--- config.mk ---
export PLATFORM = sky130hd
export DESIGN_NAME = slb_link_top
export DESIGN_NICKNAME = d
export VERILOG_FILES = /design/src/inc/slb_pkg.sv /design/src/rtl/slb_link_top.sv /design/src/rtl/slb_lane_cgs.sv /design/src/rtl/slb_sync_fsm.sv
export SDC_FILE = /design/constraint.sdc
export NUM_CORES = 1
export LEC_CHECK = 0
export ABC_AREA = 1
export ABC_CLOCK_PERIOD_IN_PS = 1600
export BUFFER_PORTS_ARGS = -buffer_cell sky130_fd_sc_hd__clkbuf_2
export CAP_MARGIN = 5
export CORE_MARGIN = 4
export CORE_UTILIZATION = 30
export DETAILED_ROUTE_END_ITERATION = 8
export PLACE_DENSITY_LB_ADDON = 0.05
export SLEW_MARGIN = 25
export SYNTH_ARGS = -nofsm -noshare
export SYNTH_HDL_FRONTEND = slang
export SYNTH_SLANG_ARGS = --single-unit
--- constraint.sdc ---
create_clock -name clk_i -period 1.6 [get_ports clk_i]
set_input_delay 0.32 -clock clk_i [delete_from_list [all_inputs] [get_ports clk_i]]
set_output_delay 0.32 -clock clk_i [all_outputs]
set_load 0.02 [all_outputs]
--- src/inc/slb_pkg.sv ---
// Constants and types of the serial link bring-up block
package slb_pkg;

  // ****************************************************************
  // Register indexes (byte address is four times the index)
  // ****************************************************************
  typedef logic [11:0] slb_idx_t;
  localparam slb_idx_t IDX_IRQ_STAT  = 12'h010; // Sticky events
  localparam slb_idx_t IDX_IRQ_MASK  = 12'h011; // Event mask
  localparam slb_idx_t IDX_SYNC_CTRL = 12'h03A; // Sync machine control
  localparam slb_idx_t IDX_SYNC_STAT = 12'h03B; // Sync machine state
  localparam slb_idx_t IDX_LINK_CTL  = 12'h300; // Link enable, page
  localparam slb_idx_t IDX_SUBCLASS  = 12'h301; // Subclass select
  localparam slb_idx_t IDX_MF_DLY_A  = 12'h304; // Multiframe delay
  localparam slb_idx_t IDX_MF_DLY_B  = 12'h305;
  localparam slb_idx_t IDX_RXB_DLY_A = 12'h306; // Rx buffer delay
  localparam slb_idx_t IDX_RXB_DLY_B = 12'h307;
  localparam slb_idx_t IDX_CGS_STAT  = 12'h470; // Code-group sync
  localparam slb_idx_t IDX_FRM_STAT  = 12'h471; // Frame sync
  localparam slb_idx_t IDX_CKS_STAT  = 12'h472; // Checksum good
  localparam slb_idx_t IDX_ILAS_STAT = 12'h473; // Lane alignment seq

  // ****************************************************************
  // Reset values
  // ****************************************************************
  localparam logic [7:0] RST_BYTE = 8'h00;
  localparam logic [4:0] RST_IRQ  = 5'h00;

  // ****************************************************************
  // Field positions
  // ****************************************************************
  localparam int unsigned SYNC_MODE_BIT = 0; // One-shot mode
  localparam int unsigned SYNC_ARM_BIT  = 6; // Arm
  localparam int unsigned SYNC_EN_BIT   = 7; // Enable machine
  localparam int unsigned LINK0_EN_BIT  = 0;
  localparam int unsigned LINK1_EN_BIT  = 1;
  localparam int unsigned PAGE_BIT      = 2; // 1 selects link 1
  localparam int unsigned DUAL_BIT      = 3;
  localparam int unsigned IRQ_CGS0      = 0; // Link 0 sync gained
  localparam int unsigned IRQ_CGS1      = 1; // Link 1 sync gained
  localparam int unsigned IRQ_LOST0     = 2; // Link 0 sync lost
  localparam int unsigned IRQ_LOST1     = 3; // Link 1 sync lost
  localparam int unsigned IRQ_ALIGN     = 4; // SYSREF alignment done

  // ****************************************************************
  // Counts
  // ****************************************************************
  localparam int unsigned K285_RUN       = 4; // Consecutive K28.5
  localparam int unsigned LANES_PER_LINK = 4;

  // ****************************************************************
  // Alignment machine states
  // ****************************************************************
  typedef enum logic [3:0] {
    SLB_OFF   = 4'b0001,
    SLB_IDLE  = 4'b0010,
    SLB_ARMED = 4'b0100,
    SLB_DONE  = 4'b1000
  } slb_sync_state_e;

endpackage

--- src/rtl/slb_link_top.sv ---
// Data-link bring-up, lane status and sync-request logic
//
// Operation
// RULE_01: Two multiframe delay bytes, host writes zero
// RULE_02: Two rx buffer delay bytes, written ten
// RULE_03: Control low bit selects one-shot alignment
// RULE_04: Control bit 7 enables alignment machine
// RULE_05: Control bit 6 arms; waits SYSREF edge
// RULE_06: Source sends SYSREF edge before link enable
// RULE_07: Link bits: enables, page select, dual
// RULE_08: Lane bit set after four K28.5
// RULE_09: Frame sync status, one bit per lane
// RULE_10: Checksum good status, one bit per lane
// RULE_11: Transmitter sends ILAS; status bit per lane
// RULE_12: Page bit shows lanes four to seven
// RULE_13: No deterministic latency promised here
// RULE_14: Sync request high when link lanes synced
// RULE_15: Sync request driven glitch-free from flops
`timescale 1ns/100ps
module slb_link_top #(
  parameter int unsigned K_RUN = slb_pkg::K285_RUN,
  parameter int unsigned LPL   = slb_pkg::LANES_PER_LINK
) (
  // Clock and reset
  input  wire logic        clk_i,
  input  wire logic        rst_i,
  // Wishbone slave
  input  wire logic        wb_cyc_i,
  input  wire logic        wb_stb_i,
  input  wire logic        wb_we_i,
  input  wire logic [15:0] wb_adr_i,
  input  wire logic [3:0]  wb_sel_i,
  input  wire logic [31:0] wb_dat_i,
  output logic      [31:0] wb_dat_o,
  output logic             wb_ack_o,
  // Deserialised lanes, same clock
  input  wire logic [7:0]  serial_lane_input_valid_i,
  input  wire logic [7:0]  serial_lane_input_k285_i,
  input  wire logic [7:0]  serial_lane_input_err_i,
  input  wire logic [7:0]  serial_lane_input_frame_i,
  input  wire logic [7:0]  serial_lane_input_cksum_i,
  input  wire logic [7:0]  serial_lane_input_ilas_i,
  // SYSREF pin, asynchronous
  input  wire logic        sysref_i,
  // Sync requests and interrupt
  output logic             link0_sync_request_out_o,
  output logic             link1_sync_request_out_o,
  output logic             irq_o
);
  import slb_pkg::*;

  // ****************************************************************
  // Elaboration checks
  // ****************************************************************
  // Status registers carry four lanes per link in their low nibble
  if (LPL != 4) begin : g_chk
    $error("LPL must be 4");
  end

  // ****************************************************************
  // Declarations
  // ****************************************************************
  logic [7:0]      sync_ctrl_ff;  // Alignment control
  logic [7:0]      link_ctl_ff;   // Link enables and page
  logic [7:0]      subclass_ff;   // Subclass select
  logic [7:0]      mf_dly_a_ff;   // Multiframe delay, low
  logic [7:0]      mf_dly_b_ff;   // Multiframe delay, high
  logic [7:0]      rxb_dly_a_ff;  // Rx buffer delay, low
  logic [7:0]      rxb_dly_b_ff;  // Rx buffer delay, high
  logic [4:0]      irq_stat_ff;   // Sticky events
  logic [4:0]      irq_mask_ff;   // Event mask
  logic [4:0]      nxt_irq_stat;  // Next sticky events
  logic [4:0]      irq_evt;       // Events this cycle
  logic [7:0]      frm_stat_ff;   // Frame sync per lane
  logic [7:0]      cks_stat_ff;   // Checksum good per lane
  logic [7:0]      ilas_stat_ff;  // ILAS seen per lane
  logic [7:0]      cgs_ok;        // Code-group sync per lane
  logic [1:0]      link_all_ok;   // All lanes of link synced
  logic [1:0]      link_ok_q_ff;  // Previous link_all_ok
  logic [1:0]      link_en;       // Effective link enables
  logic [2:0]      sysref_sy_ff;  // Pin synchroniser
  logic            sysref_lvl_ff; // Agreed SYSREF level
  logic            sysref_edge;   // Qualified rising edge
  logic            aligned;       // Alignment event
  slb_sync_state_e sync_state;    // Machine state
  logic            req;           // Bus request pending
  logic            wr_take;       // Write taken this edge
  logic            rd_take;       // Read taken this edge
  slb_idx_t        idx;           // Register index
  logic [7:0]      wr_byte;       // Write data, lane 0
  logic [7:0]      nxt_rd;        // Read mux
  logic [3:0]      sel_cgs;       // Page view of sync status

  // ****************************************************************
  // Wishbone decode
  // ****************************************************************
  assign req     = wb_cyc_i && wb_stb_i && !wb_ack_o;
  assign idx     = wb_adr_i[13:2];
  assign wr_byte = wb_dat_i[7:0];
  // Only byte lane 0 holds data; upper lanes are ignored
  assign wr_take = req && wb_we_i && wb_sel_i[0];
  assign rd_take = req && !wb_we_i;

  // Ack one cycle after the request, dropped the cycle after
  always_ff @(posedge clk_i) begin
    if (rst_i) wb_ack_o <= 1'b0;
    else       wb_ack_o <= req;
  end

  // ****************************************************************
  // Configuration registers
  // ****************************************************************
  // Plain byte registers with no side effects
  always_ff @(posedge clk_i) begin
    if (rst_i) begin
      subclass_ff  <= RST_BYTE;
      mf_dly_a_ff  <= RST_BYTE;
      mf_dly_b_ff  <= RST_BYTE;
      rxb_dly_a_ff <= RST_BYTE;
      rxb_dly_b_ff <= RST_BYTE;
      irq_mask_ff  <= RST_IRQ;
    end else if (wr_take) begin
      unique case (idx)
        IDX_SUBCLASS:  subclass_ff  <= wr_byte;
        IDX_MF_DLY_A:  mf_dly_a_ff  <= wr_byte; // RULE_01
        IDX_MF_DLY_B:  mf_dly_b_ff  <= wr_byte; // RULE_01
        IDX_RXB_DLY_A: rxb_dly_a_ff <= wr_byte; // RULE_02
        IDX_RXB_DLY_B: rxb_dly_b_ff <= wr_byte; // RULE_02
        IDX_IRQ_MASK:  irq_mask_ff  <= wr_byte[4:0];
        default: ;
      endcase
    end
  end

  // Link enables, dual-link and page select
  always_ff @(posedge clk_i) begin
    if (rst_i) begin
      link_ctl_ff <= RST_BYTE;
    end else if (wr_take && idx == IDX_LINK_CTL) begin
      link_ctl_ff <= wr_byte; // RULE_07
    end
  end

  // Sync control; arm self-clears when the one-shot completes.
  // A write in the same cycle wins so software is never overruled.
  always_ff @(posedge clk_i) begin
    if (rst_i) begin
      sync_ctrl_ff <= RST_BYTE;
    end else if (wr_take && idx == IDX_SYNC_CTRL) begin
      sync_ctrl_ff <= wr_byte; // RULE_03 RULE_04 RULE_05
    end else if (aligned) begin
      sync_ctrl_ff[SYNC_ARM_BIT] <= 1'b0;
    end
  end

  // ****************************************************************
  // SYSREF pin capture
  // ****************************************************************
  // Three flops; a level counts once the last two agree
  always_ff @(posedge clk_i) begin
    if (rst_i) sysref_sy_ff <= 3'h0;
    else       sysref_sy_ff <= {sysref_sy_ff[1:0], sysref_i};
  end

  // Agreed level, immune to a single metastable sample
  always_ff @(posedge clk_i) begin
    if (rst_i) begin
      sysref_lvl_ff <= 1'b0;
    end else if (sysref_sy_ff[1] == sysref_sy_ff[2]) begin
      sysref_lvl_ff <= sysref_sy_ff[2];
    end
  end

  assign sysref_edge = sysref_sy_ff[1] && sysref_sy_ff[2]
                       && !sysref_lvl_ff;

  // ****************************************************************
  // Alignment machine
  // ****************************************************************
  // The one-shot only marks the multiframe phase; the delay bytes
  // are held for the datapath and no fixed latency is implied.
  slb_sync_fsm u_sync (
    .clk_i         (clk_i),
    .rst_i         (rst_i),
    .mode_i        (sync_ctrl_ff[SYNC_MODE_BIT]),
    .enable_i      (sync_ctrl_ff[SYNC_EN_BIT]),
    .arm_i         (sync_ctrl_ff[SYNC_ARM_BIT]),
    .sysref_edge_i (sysref_edge),
    .state_o       (sync_state),
    .aligned_o     (aligned)
  ); // RULE_13

  // ****************************************************************
  // Lanes
  // ****************************************************************
  // Link 1 runs only in dual-link mode
  assign link_en[0] = link_ctl_ff[LINK0_EN_BIT]; // RULE_07
  assign link_en[1] = link_ctl_ff[LINK1_EN_BIT]
                      && link_ctl_ff[DUAL_BIT];

  // One detector per lane, lanes 0-3 on link 0, 4-7 on link 1
  for (genvar g = 0; g < 8; g++) begin : g_lane
    slb_lane_cgs #(
      .RUN (K_RUN)
    ) u_cgs (
      .clk_i        (clk_i),
      .rst_i        (rst_i),
      .link_en_i    (link_en[g / 4]),
      .char_valid_i (serial_lane_input_valid_i[g]),
      .k285_i       (serial_lane_input_k285_i[g]),
      .code_err_i   (serial_lane_input_err_i[g]),
      .cgs_ok_o     (cgs_ok[g])
    ); // RULE_08
  end

  assign link_all_ok[0] = &cgs_ok[3:0];
  assign link_all_ok[1] = &cgs_ok[7:4];

  // Per-lane status; meaningless before the lane has CGS
  always_ff @(posedge clk_i) begin
    if (rst_i) begin
      frm_stat_ff  <= RST_BYTE;
      cks_stat_ff  <= RST_BYTE;
      ilas_stat_ff <= RST_BYTE;
    end else begin
      frm_stat_ff  <= serial_lane_input_frame_i & cgs_ok; // RULE_09
      cks_stat_ff  <= serial_lane_input_cksum_i & cgs_ok; // RULE_10
      ilas_stat_ff <= serial_lane_input_ilas_i & cgs_ok;  // RULE_11
    end
  end

  // ****************************************************************
  // Sync requests
  // ****************************************************************
  // Registered so the pins never glitch; a glitch would be taken
  // by the transmitter as a request for K characters.
  always_ff @(posedge clk_i) begin
    if (rst_i) begin
      link0_sync_request_out_o <= 1'b0;
      link1_sync_request_out_o <= 1'b0;
    end else begin
      link0_sync_request_out_o <= link_en[0] && link_all_ok[0]; // RULE_14 RULE_15
      link1_sync_request_out_o <= link_en[1] && link_all_ok[1]; // RULE_14 RULE_15
    end
  end

  // ****************************************************************
  // Interrupts
  // ****************************************************************
  // Previous all-lane state for gain and loss edges
  always_ff @(posedge clk_i) begin
    if (rst_i) link_ok_q_ff <= 2'h0;
    else       link_ok_q_ff <= link_all_ok;
  end

  always_comb begin
    irq_evt            = 5'h00;
    irq_evt[IRQ_CGS0]  = link_all_ok[0] && !link_ok_q_ff[0];
    irq_evt[IRQ_CGS1]  = link_all_ok[1] && !link_ok_q_ff[1];
    irq_evt[IRQ_LOST0] = !link_all_ok[0] && link_ok_q_ff[0];
    irq_evt[IRQ_LOST1] = !link_all_ok[1] && link_ok_q_ff[1];
    irq_evt[IRQ_ALIGN] = aligned;
  end

  // Read clears; an event in the clearing cycle survives
  always_comb begin
    nxt_irq_stat = irq_stat_ff;
    if (rd_take && idx == IDX_IRQ_STAT) nxt_irq_stat = 5'h00;
    nxt_irq_stat = nxt_irq_stat | irq_evt;
  end

  always_ff @(posedge clk_i) begin
    if (rst_i) irq_stat_ff <= RST_IRQ;
    else       irq_stat_ff <= nxt_irq_stat;
  end

  // Level output, follows the stored state
  always_ff @(posedge clk_i) begin
    if (rst_i) irq_o <= 1'b0;
    else       irq_o <= |(irq_stat_ff & irq_mask_ff);
  end

  // ****************************************************************
  // Read path
  // ****************************************************************
  // Page bit picks which link's four lanes appear
  assign sel_cgs = link_ctl_ff[PAGE_BIT] ? cgs_ok[7:4]
                                         : cgs_ok[3:0]; // RULE_12

  always_comb begin
    nxt_rd = 8'h00; // Unmapped reads return zero
    unique case (idx)
      IDX_IRQ_STAT:  nxt_rd = {3'h0, irq_stat_ff};
      IDX_IRQ_MASK:  nxt_rd = {3'h0, irq_mask_ff};
      IDX_SYNC_CTRL: nxt_rd = sync_ctrl_ff;
      IDX_SYNC_STAT: nxt_rd = {4'h0, sync_state};
      IDX_LINK_CTL:  nxt_rd = link_ctl_ff;
      IDX_SUBCLASS:  nxt_rd = subclass_ff;
      IDX_MF_DLY_A:  nxt_rd = mf_dly_a_ff;
      IDX_MF_DLY_B:  nxt_rd = mf_dly_b_ff;
      IDX_RXB_DLY_A: nxt_rd = rxb_dly_a_ff;
      IDX_RXB_DLY_B: nxt_rd = rxb_dly_b_ff;
      IDX_CGS_STAT:  nxt_rd = {4'h0, sel_cgs};
      IDX_FRM_STAT:  nxt_rd = {4'h0, link_ctl_ff[PAGE_BIT] ?
                       frm_stat_ff[7:4] : frm_stat_ff[3:0]};
      IDX_CKS_STAT:  nxt_rd = {4'h0, link_ctl_ff[PAGE_BIT] ?
                       cks_stat_ff[7:4] : cks_stat_ff[3:0]};
      IDX_ILAS_STAT: nxt_rd = {4'h0, link_ctl_ff[PAGE_BIT] ?
                       ilas_stat_ff[7:4] : ilas_stat_ff[3:0]};
      default:       nxt_rd = 8'h00;
    endcase
  end

  // Data registered with ack, zero between reads
  always_ff @(posedge clk_i) begin
    if (rst_i || !rd_take) wb_dat_o <= 32'h0000_0000;
    else                   wb_dat_o <= {24'h00_0000, nxt_rd};
  end

  // ****************************************************************
  // Assertions
  // ****************************************************************
  AST_ACK_ONE_CYCLE: assert property (
    @(posedge clk_i) disable iff (rst_i)
    wb_ack_o |=> !wb_ack_o)
    else $error("ack held longer than one cycle");

  AST_LINK_CTL_WRITE: assert property ( // RULE_07
    @(posedge clk_i) disable iff (rst_i)
    (wr_take && idx == IDX_LINK_CTL) |=> link_ctl_ff == $past(wr_byte))
    else $error("link control write lost");

  AST_MF_DELAY_WRITE: assert property ( // RULE_01
    @(posedge clk_i) disable iff (rst_i)
    (wr_take && idx == IDX_MF_DLY_A) |=> mf_dly_a_ff == $past(wr_byte))
    else $error("multiframe delay write lost");

  AST_RXB_DELAY_WRITE: assert property ( // RULE_02
    @(posedge clk_i) disable iff (rst_i)
    (wr_take && idx == IDX_RXB_DLY_B) |=> rxb_dly_b_ff == $past(wr_byte))
    else $error("rx buffer delay write lost");

  AST_PAGE_VIEW: assert property ( // RULE_12
    @(posedge clk_i) disable iff (rst_i)
    (rd_take && idx == IDX_CGS_STAT) |=>
      (wb_ack_o && wb_dat_o[3:0] == $past(sel_cgs)))
    else $error("code-group sync read wrong page");

  AST_SYNC_REQ_HIGH: assert property ( // RULE_14
    @(posedge clk_i) disable iff (rst_i)
    (link_en[0] && link_all_ok[0]) |=> link0_sync_request_out_o)
    else $error("link 0 sync request not raised");

  AST_SYNC_REQ_LOW: assert property ( // RULE_14
    @(posedge clk_i) disable iff (rst_i)
    !(link_en[1] && link_all_ok[1]) |=> !link1_sync_request_out_o)
    else $error("link 1 sync request high without sync");

  AST_IRQ_LEVEL: assert property (
    @(posedge clk_i) disable iff (rst_i)
    ##1 irq_o == $past(|(irq_stat_ff & irq_mask_ff)))
    else $error("interrupt does not follow masked status");

endmodule

--- src/rtl/slb_lane_cgs.sv ---
// Per-lane code-group sync detector
`timescale 1ns/100ps
module slb_lane_cgs #(
  parameter int unsigned RUN = slb_pkg::K285_RUN
) (
  // Clock and reset
  input  wire logic clk_i,
  input  wire logic rst_i,
  // Lane character stream
  input  wire logic link_en_i,
  input  wire logic char_valid_i,
  input  wire logic k285_i,
  input  wire logic code_err_i,
  // Result
  output logic      cgs_ok_o
);
  import slb_pkg::*;

  logic [2:0] run_ff; // Consecutive K28.5 seen so far

  // Counter is three bits wide
  if (RUN < 1 || RUN > 7) begin : g_chk
    $error("RUN must be 1 to 7");
  end

  // Run counter; any other character restarts the run
  always_ff @(posedge clk_i) begin
    if (rst_i || !link_en_i || code_err_i) begin
      run_ff <= 3'h0;
    end else if (char_valid_i) begin
      if (!k285_i) begin
        run_ff <= 3'h0;
      end else if (run_ff != 3'(RUN)) begin
        run_ff <= run_ff + 3'h1;
      end
    end
  end

  // Sync holds through ILAS and data until an error or disable
  always_ff @(posedge clk_i) begin
    if (rst_i || !link_en_i || code_err_i) begin
      cgs_ok_o <= 1'b0;
    end else if (char_valid_i && k285_i && run_ff >= 3'(RUN - 1)) begin
      cgs_ok_o <= 1'b1; // RULE_08
    end
  end

  AST_CGS_AFTER_RUN: assert property ( // RULE_08
    @(posedge clk_i) disable iff (rst_i)
    (link_en_i && char_valid_i && k285_i && !code_err_i)[*4]
      ##1 (link_en_i && !code_err_i) |-> cgs_ok_o)
    else $error("lane sync missing after four K28.5");

endmodule

--- src/rtl/slb_sync_fsm.sv ---
// One-shot SYSREF alignment machine
`timescale 1ns/100ps
module slb_sync_fsm (
  // Clock and reset
  input  wire logic               clk_i,
  input  wire logic               rst_i,
  // Control bits
  input  wire logic               mode_i,
  input  wire logic               enable_i,
  input  wire logic               arm_i,
  // Qualified SYSREF rising edge
  input  wire logic               sysref_edge_i,
  // State and event
  output slb_pkg::slb_sync_state_e state_o,
  output logic                    aligned_o
);
  import slb_pkg::*;

  slb_sync_state_e nxt_state; // Next state
  logic            run_ok;    // Mode and enable both set

  assign run_ok = mode_i && enable_i;

  // Next-state logic
  always_comb begin
    nxt_state = state_o;
    unique case (state_o)
      SLB_OFF: begin
        if (run_ok) nxt_state = SLB_IDLE; // RULE_03 RULE_04
      end
      SLB_IDLE: begin
        if (!run_ok) nxt_state = SLB_OFF;
        else if (arm_i) nxt_state = SLB_ARMED; // RULE_05
      end
      SLB_ARMED: begin
        if (!run_ok) nxt_state = SLB_OFF;
        else if (!arm_i) nxt_state = SLB_IDLE;
        else if (sysref_edge_i) nxt_state = SLB_DONE; // RULE_05
      end
      SLB_DONE: begin
        // One-shot: later edges are ignored until re-enabled
        if (!run_ok) nxt_state = SLB_OFF;
      end
      default: nxt_state = SLB_OFF;
    endcase
  end

  // State register
  always_ff @(posedge clk_i) begin
    if (rst_i) state_o <= SLB_OFF;
    else       state_o <= nxt_state;
  end

  // Alignment event, one cycle
  always_ff @(posedge clk_i) begin
    if (rst_i) aligned_o <= 1'b0;
    else aligned_o <= state_o == SLB_ARMED && nxt_state == SLB_DONE;
  end

  AST_ALIGN_ON_EDGE: assert property ( // RULE_05
    @(posedge clk_i) disable iff (rst_i)
    (state_o == SLB_ARMED && run_ok && arm_i && sysref_edge_i)
      |=> (state_o == SLB_DONE && aligned_o))
    else $error("armed machine missed SYSREF edge");

  AST_ONE_SHOT: assert property ( // RULE_03
    @(posedge clk_i) disable iff (rst_i)
    (state_o == SLB_DONE && run_ok) |=> (state_o == SLB_DONE && !aligned_o))
    else $error("one-shot machine realigned");

endmodule

# Word level (Yosys, flattened, before mapping)
# Cells that the tools add are included.
# totals
regBits,169
inputBits,106
out_inout_bits,36
wordCells,203
# classes
n_addsub,8
n_lt_le_gt_ge,8
n_eq_ne,36
mux,32
bitwise,5
n_reduce_logical,74
# op_table
operator,count
$pmux 8 s14,1
$eq 12x10->1 const B,6
$eq 12x11->1 const B,4
$mux 3,16
$mux 4,11
$logic_and 1x1->1,35
$reduce_and 2->1,14
$add 3x1->3 const B,8
$and 8x8->8,3
$eq 12x5->1 const B,2
$eq 12x6->1 const B,2
$ge 3x2->1 const B,8
$ne 3x3->1 const B,8
$ne 2x1->1 const B,8
$pmux 4 s4,1
$logic_or 1x1->1,11
$logic_not 1->1,10
$eq 4x4->1 const B,2
$reduce_and 4->1,2
$and 5x5->5,1
$mux 5,1
$or 5x5->5,1
$reduce_or 5->1,1
$eq 4x1->1 const B,1
5 further kinds,6

# Depth between registers and ports, before layout
# depth
ltp_word,8
ltp_mapped,13
depth_no_buf,12

# Cells and area by module
# A second synthesis with hierarchy kept.
# unflattened
cells_unflattened,1024
area_unflattened_um2,7329.5
# modules_own_cells
mod,instances,cells_each,area_each_um2,seq_area_each_um2
slb_link_top,1,723,5162.5,2162.1
slb_lane_cgs,8,31,231.5,80.1
slb_sync_fsm,1,53,315.3,100.1

# Least setup slack after synthesis
# OpenSTA, ideal clock, no wires.
# synth_path
path_type,register to register
startpoint,register wb_ack_o
endpoint,register irq_mask_ff[0]
setup_time_ns,0.119
t_arrival_ns,1.326
required_ns,1.481
path_slack_ns,0.154
path_stages_with_launch,7
path_buffers,1
synth_period_minus_slack_ns,1.446
cell_sequence,dfxtp_1 nand3b_1 nor2_4 buf_4 nand2_2 o21ai_0 a21oi_1
# synth_via
elab_chain_len,5
# synth_lines
element,line_no,text
"start, declared",slb_link_top.sv:35,"output logic wb_ack_o,"
"start signal, assigned",slb_link_top.sv:107,else wb_ack_o <= req;
$logic_not 1->1,slb_link_top.sv:97,assign req = wb_cyc_i && wb_stb_i && !wb_ack_o;
$logic_and 1x1->1,slb_link_top.sv:97,
$logic_and 1x1->1 (2 in a row),slb_link_top.sv:101,assign wr_take = req && wb_we_i && wb_sel_i[0];
$reduce_and 2->1 (no line),--,
"end signal, assigned",slb_link_top.sv:129,IDX_IRQ_MASK: irq_mask_ff <= wr_byte[4:0];
"end, declared",slb_link_top.sv:71,logic [4:0] irq_mask_ff;
# Every way passes these cells.
# A chain may end at the register's enable or synchronous reset.

# Worst setup path in the final report
# layout_path
startpoint,register wb_ack_o
endpoint,register link_ctl_ff[3]
# layout_via
elab_chain_len,5
# layout_lines
element,line_no,text
$logic_not 1->1,slb_link_top.sv:97,
$logic_and 1x1->1,slb_link_top.sv:97,
$logic_and 1x1->1 (2 in a row),slb_link_top.sv:101,
$logic_and 1x1->1,slb_link_top.sv:139,end else if (wr_take && idx == IDX_LINK_CTL) begin
"end signal, assigned",slb_link_top.sv:140,link_ctl_ff <= wr_byte;
"end, declared",slb_link_top.sv:64,logic [7:0] link_ctl_ff;
# Every way passes these cells.

==> flow_summary.toml <==
[clock_network]
cts_tree = "built"
clk_root_buffer_cell = "clkbuf_16"
clkTransAtPathRegs_ns = 0.06
cts.htree.levels = 4
clockBufferDepth = 2
numCtsBuffers = 17
holdBufCountCts = 0
clk_latency_ns = 0.42
cts.sinks = 145

[critical_path]
path_cells = "nand3b_1 -> nor2_4 -> buf_4 -> nand2_2 -> o21ai_0 -> a21oi_1"
cp.required_ns = 1.90
cp.buffers_inverters = 1
end_kind = "register"
start_kind = "register"
worstPathArrival_ns = 1.77
max_stage_delay_ns = 0.31
critPathSlowestCell = "dfxtp_1"
worstPathMaxFanout = 13
cp_top_family = "simple AND/OR/NAND/NOR gates"
crit_type = "register to register"

[logic_synthesis]
synth_area_mm2 = 0.007163
async_flop_share_pct = 0
synth_edf_count = 0
synth_common_cells = "nand2_1, inv_1, dfxtp_1"
synthTopCellsByArea = "dfxtp_1, nand2_1, inv_1"
synth_top_area_share_pct = 40.52
yosysUniqueCellTypes = 32
synth_top_area_cell = "dfxtp_1"
ys_seq_area_share_pct = 40.52
avgSynthCellArea_um2 = 7.106
ys.flop_type = "dfxtp_1"
ys_seq_elements = 145
synthCells = 1008
yosysMostFrequentCell = "nand2_1"
ys_warn_count = 0

[power]
p_clk_share_pct = 48.6
internal-power_w = 0.005921
power_leakage_nw = 3.830
p_per_area_mw_per_mm2 = 892.0
power_switching_share_pct = 25.17
pwr-share-comb_pct = 5.7
seq_power_share_pct = 45.7
switchingPower_w = 0.001991
max-vdd-ir-drop_v = 0.0006128

[worst_hold_path]
hold_path_class = "input port to register"

[cells_and_area]
post-route-util_pct = 37.79
antenna_cells = 0
final_nets = 1285
final_cells = 1486
drive_above_1_share_pct = 20.74
area_growth_pct = 23.83
design_area_mm2 = 0.008870

[global_routing]
gr-total-overflow = 0
grt_start_max_net_pins = 59
grt_usage_pct = 15.47
antenna_found_initial = 0
grt_pass1_wl_um = 32270
grt_pass1_vias = 6196

[floorplan]
coreArea_mm2 = 0.02347
rows = 56
die_width_um = 162.5
io_pins = 142
start_util_pct = 30.52
die-area_mm2 = 0.02641
die_h_um = 162.5

[run]
drv_cap = 0

[placement]
dp_hpwl_um = 15520
dp.cells = 1451
io_buffers = 86
place_area_mm2 = 0.008275
gp_congestion = 0.7924

[timing]
fmax_mhz = 682.7
finalHoldViolations = 0
final-max-slew-violation-count = 0
grt_setup_unrepaired = "false"
fin_crit_ns = 1.465
hold_ws_ns = 0.08603
skew_ns = 0.01076
setup_viol = 0
fin_crit_sh_pct = 91.55
tns_ns = 0

[routing]
drt_iter0_markers = 290
totalWireLength_um = 20100
vias_per_cell = 4.365
drtAntennaViolNets = 0
vias = 6486
wl_per_cell_um = 13.52
drt-pass1-iter-count = 5
drcViolationCount = 0

[run_status]
run_status = "finished clean"
-- sequential cells by signal, summed over array words and instances, names as in the netlist, 2 cells and up --
register / cells
cks_stat_ff: 8
frm_stat_ff: 8
g_lane.u_cgs.cgs_ok_o: 8
g_lane.u_cgs.run_ff: 24
ilas_stat_ff: 8
irq_mask_ff: 5
irq_stat_ff: 5
link_ctl_ff: 8
link_ok_q_ff: 2
mf_dly_a_ff: 8
mf_dly_b_ff: 8
rxb_dly_a_ff: 8
rxb_dly_b_ff: 8
subclass_ff: 8
sync_ctrl_ff: 8
sysref_sy_ff: 3
u_sync.state_o: 4
wb_dat_o: 8
-- power groups by stage --
| stage | clock (W) | combinational [W] | sequential (W) |
|---|---|---|---|
| finish | 0.00385 | 0.000448 | 0.00362 |
| global placement | 0 | 0.000448 | 0.00370 |
| CTS | 0.00396 | 0.000447 | 0.00361 |
| floorplan | 0 | 0.000256 | 0.00370 |
| detailed placement | 0 | 0.000445 | 0.00370 |
| global route | 0.00409 | 0.000501 | 0.00361 |
-- path summary, 6_finish.rpt --
check                                  start                           to  slack (ns)  depth (start not counted)
setup reg to reg         wb_ack_o$_SDFF_PP0_  link_ctl_ff[3]$_SDFFE_PP0P_        0.14                          6
hold reg to reg   sysref_sy_ff[0]$_SDFF_PP0_   sysref_sy_ff[1]$_SDFF_PP0_        0.40                          2
setup / recovery         wb_ack_o$_SDFF_PP0_  link_ctl_ff[3]$_SDFFE_PP0P_        0.14                          6
hold / removal                      sysref_i   sysref_sy_ff[0]$_SDFF_PP0_        0.09                          3
-- worst register-to-register path, cell delays in order, from the launching register on --
cell      delay, ns
dfxtp_1        0.31
nand3b_1       0.21
nor2_4         0.19
buf_4          0.15
nand2_2        0.20
o21ai_0        0.24
a21oi_1        0.06
-- per-layer routing --
layer | track usage [%] | wire [µm]
met5 | 0 | 0
met4 | 4.383 | 234
met3 | 3.265 | 768
met2 | 24.48 | 8992
met1 | 21.38 | 10100
-- cell type report --
type	instances	area [µm²]
clock inverter	15	133.9
timing repair buffer	159	1016
inverter	155	581.8
clock buffer	17	425.4
fill	2565	14600
sequential	145	2903
multi-input combinational	676	3411
tap	319	399.1
-- cell families after synthesis --
group | share of synthesized area (%)
adder cells (fa/ha/maj) | 4.367
flip-flops | 40.52
AO/OA/AOI/OAI | 16.07
other | 0.05235
buffers and inverters | 13.24
AND/OR/NAND/NOR | 25.75
-- per-stage QoR --
step	power [W]	setup WS (ns)
final	0.007912	0.1352
after global routing	0.008203	0.00005107
after CTS	0.008023	0.05289
after detailed placement	0.004142	-0.1870
after global placement	0.004145	-0.1975
after floorplan	0.003954	0.1543
-- placed cells by master (no fill, tap or decap), types with 7 or more instances in the layout --
cell and n:
nand2_1 185, inv_1 148, dfxtp_1 145, a21oi_1 97
nor2_1 93, clkbuf_2 86, nand3_1 81, buf_4 70
o21ai_0 65, ha_1 25, conb_1 24, clkbuf_16 17
a211oi_1 16, nand2_2 15, nor2_2 14, o21ai_1 13
o211ai_1 12, nand4_1 11, nor2_4 8, inv_2 7
-- repair_timing --
action / in CTS / in global routing
buffers inserted: 0 / 3
gates resized for setup: 0 / 8
endpoints found under the setup margin: 0 / 29
Power figures use the tool's default switching activity.
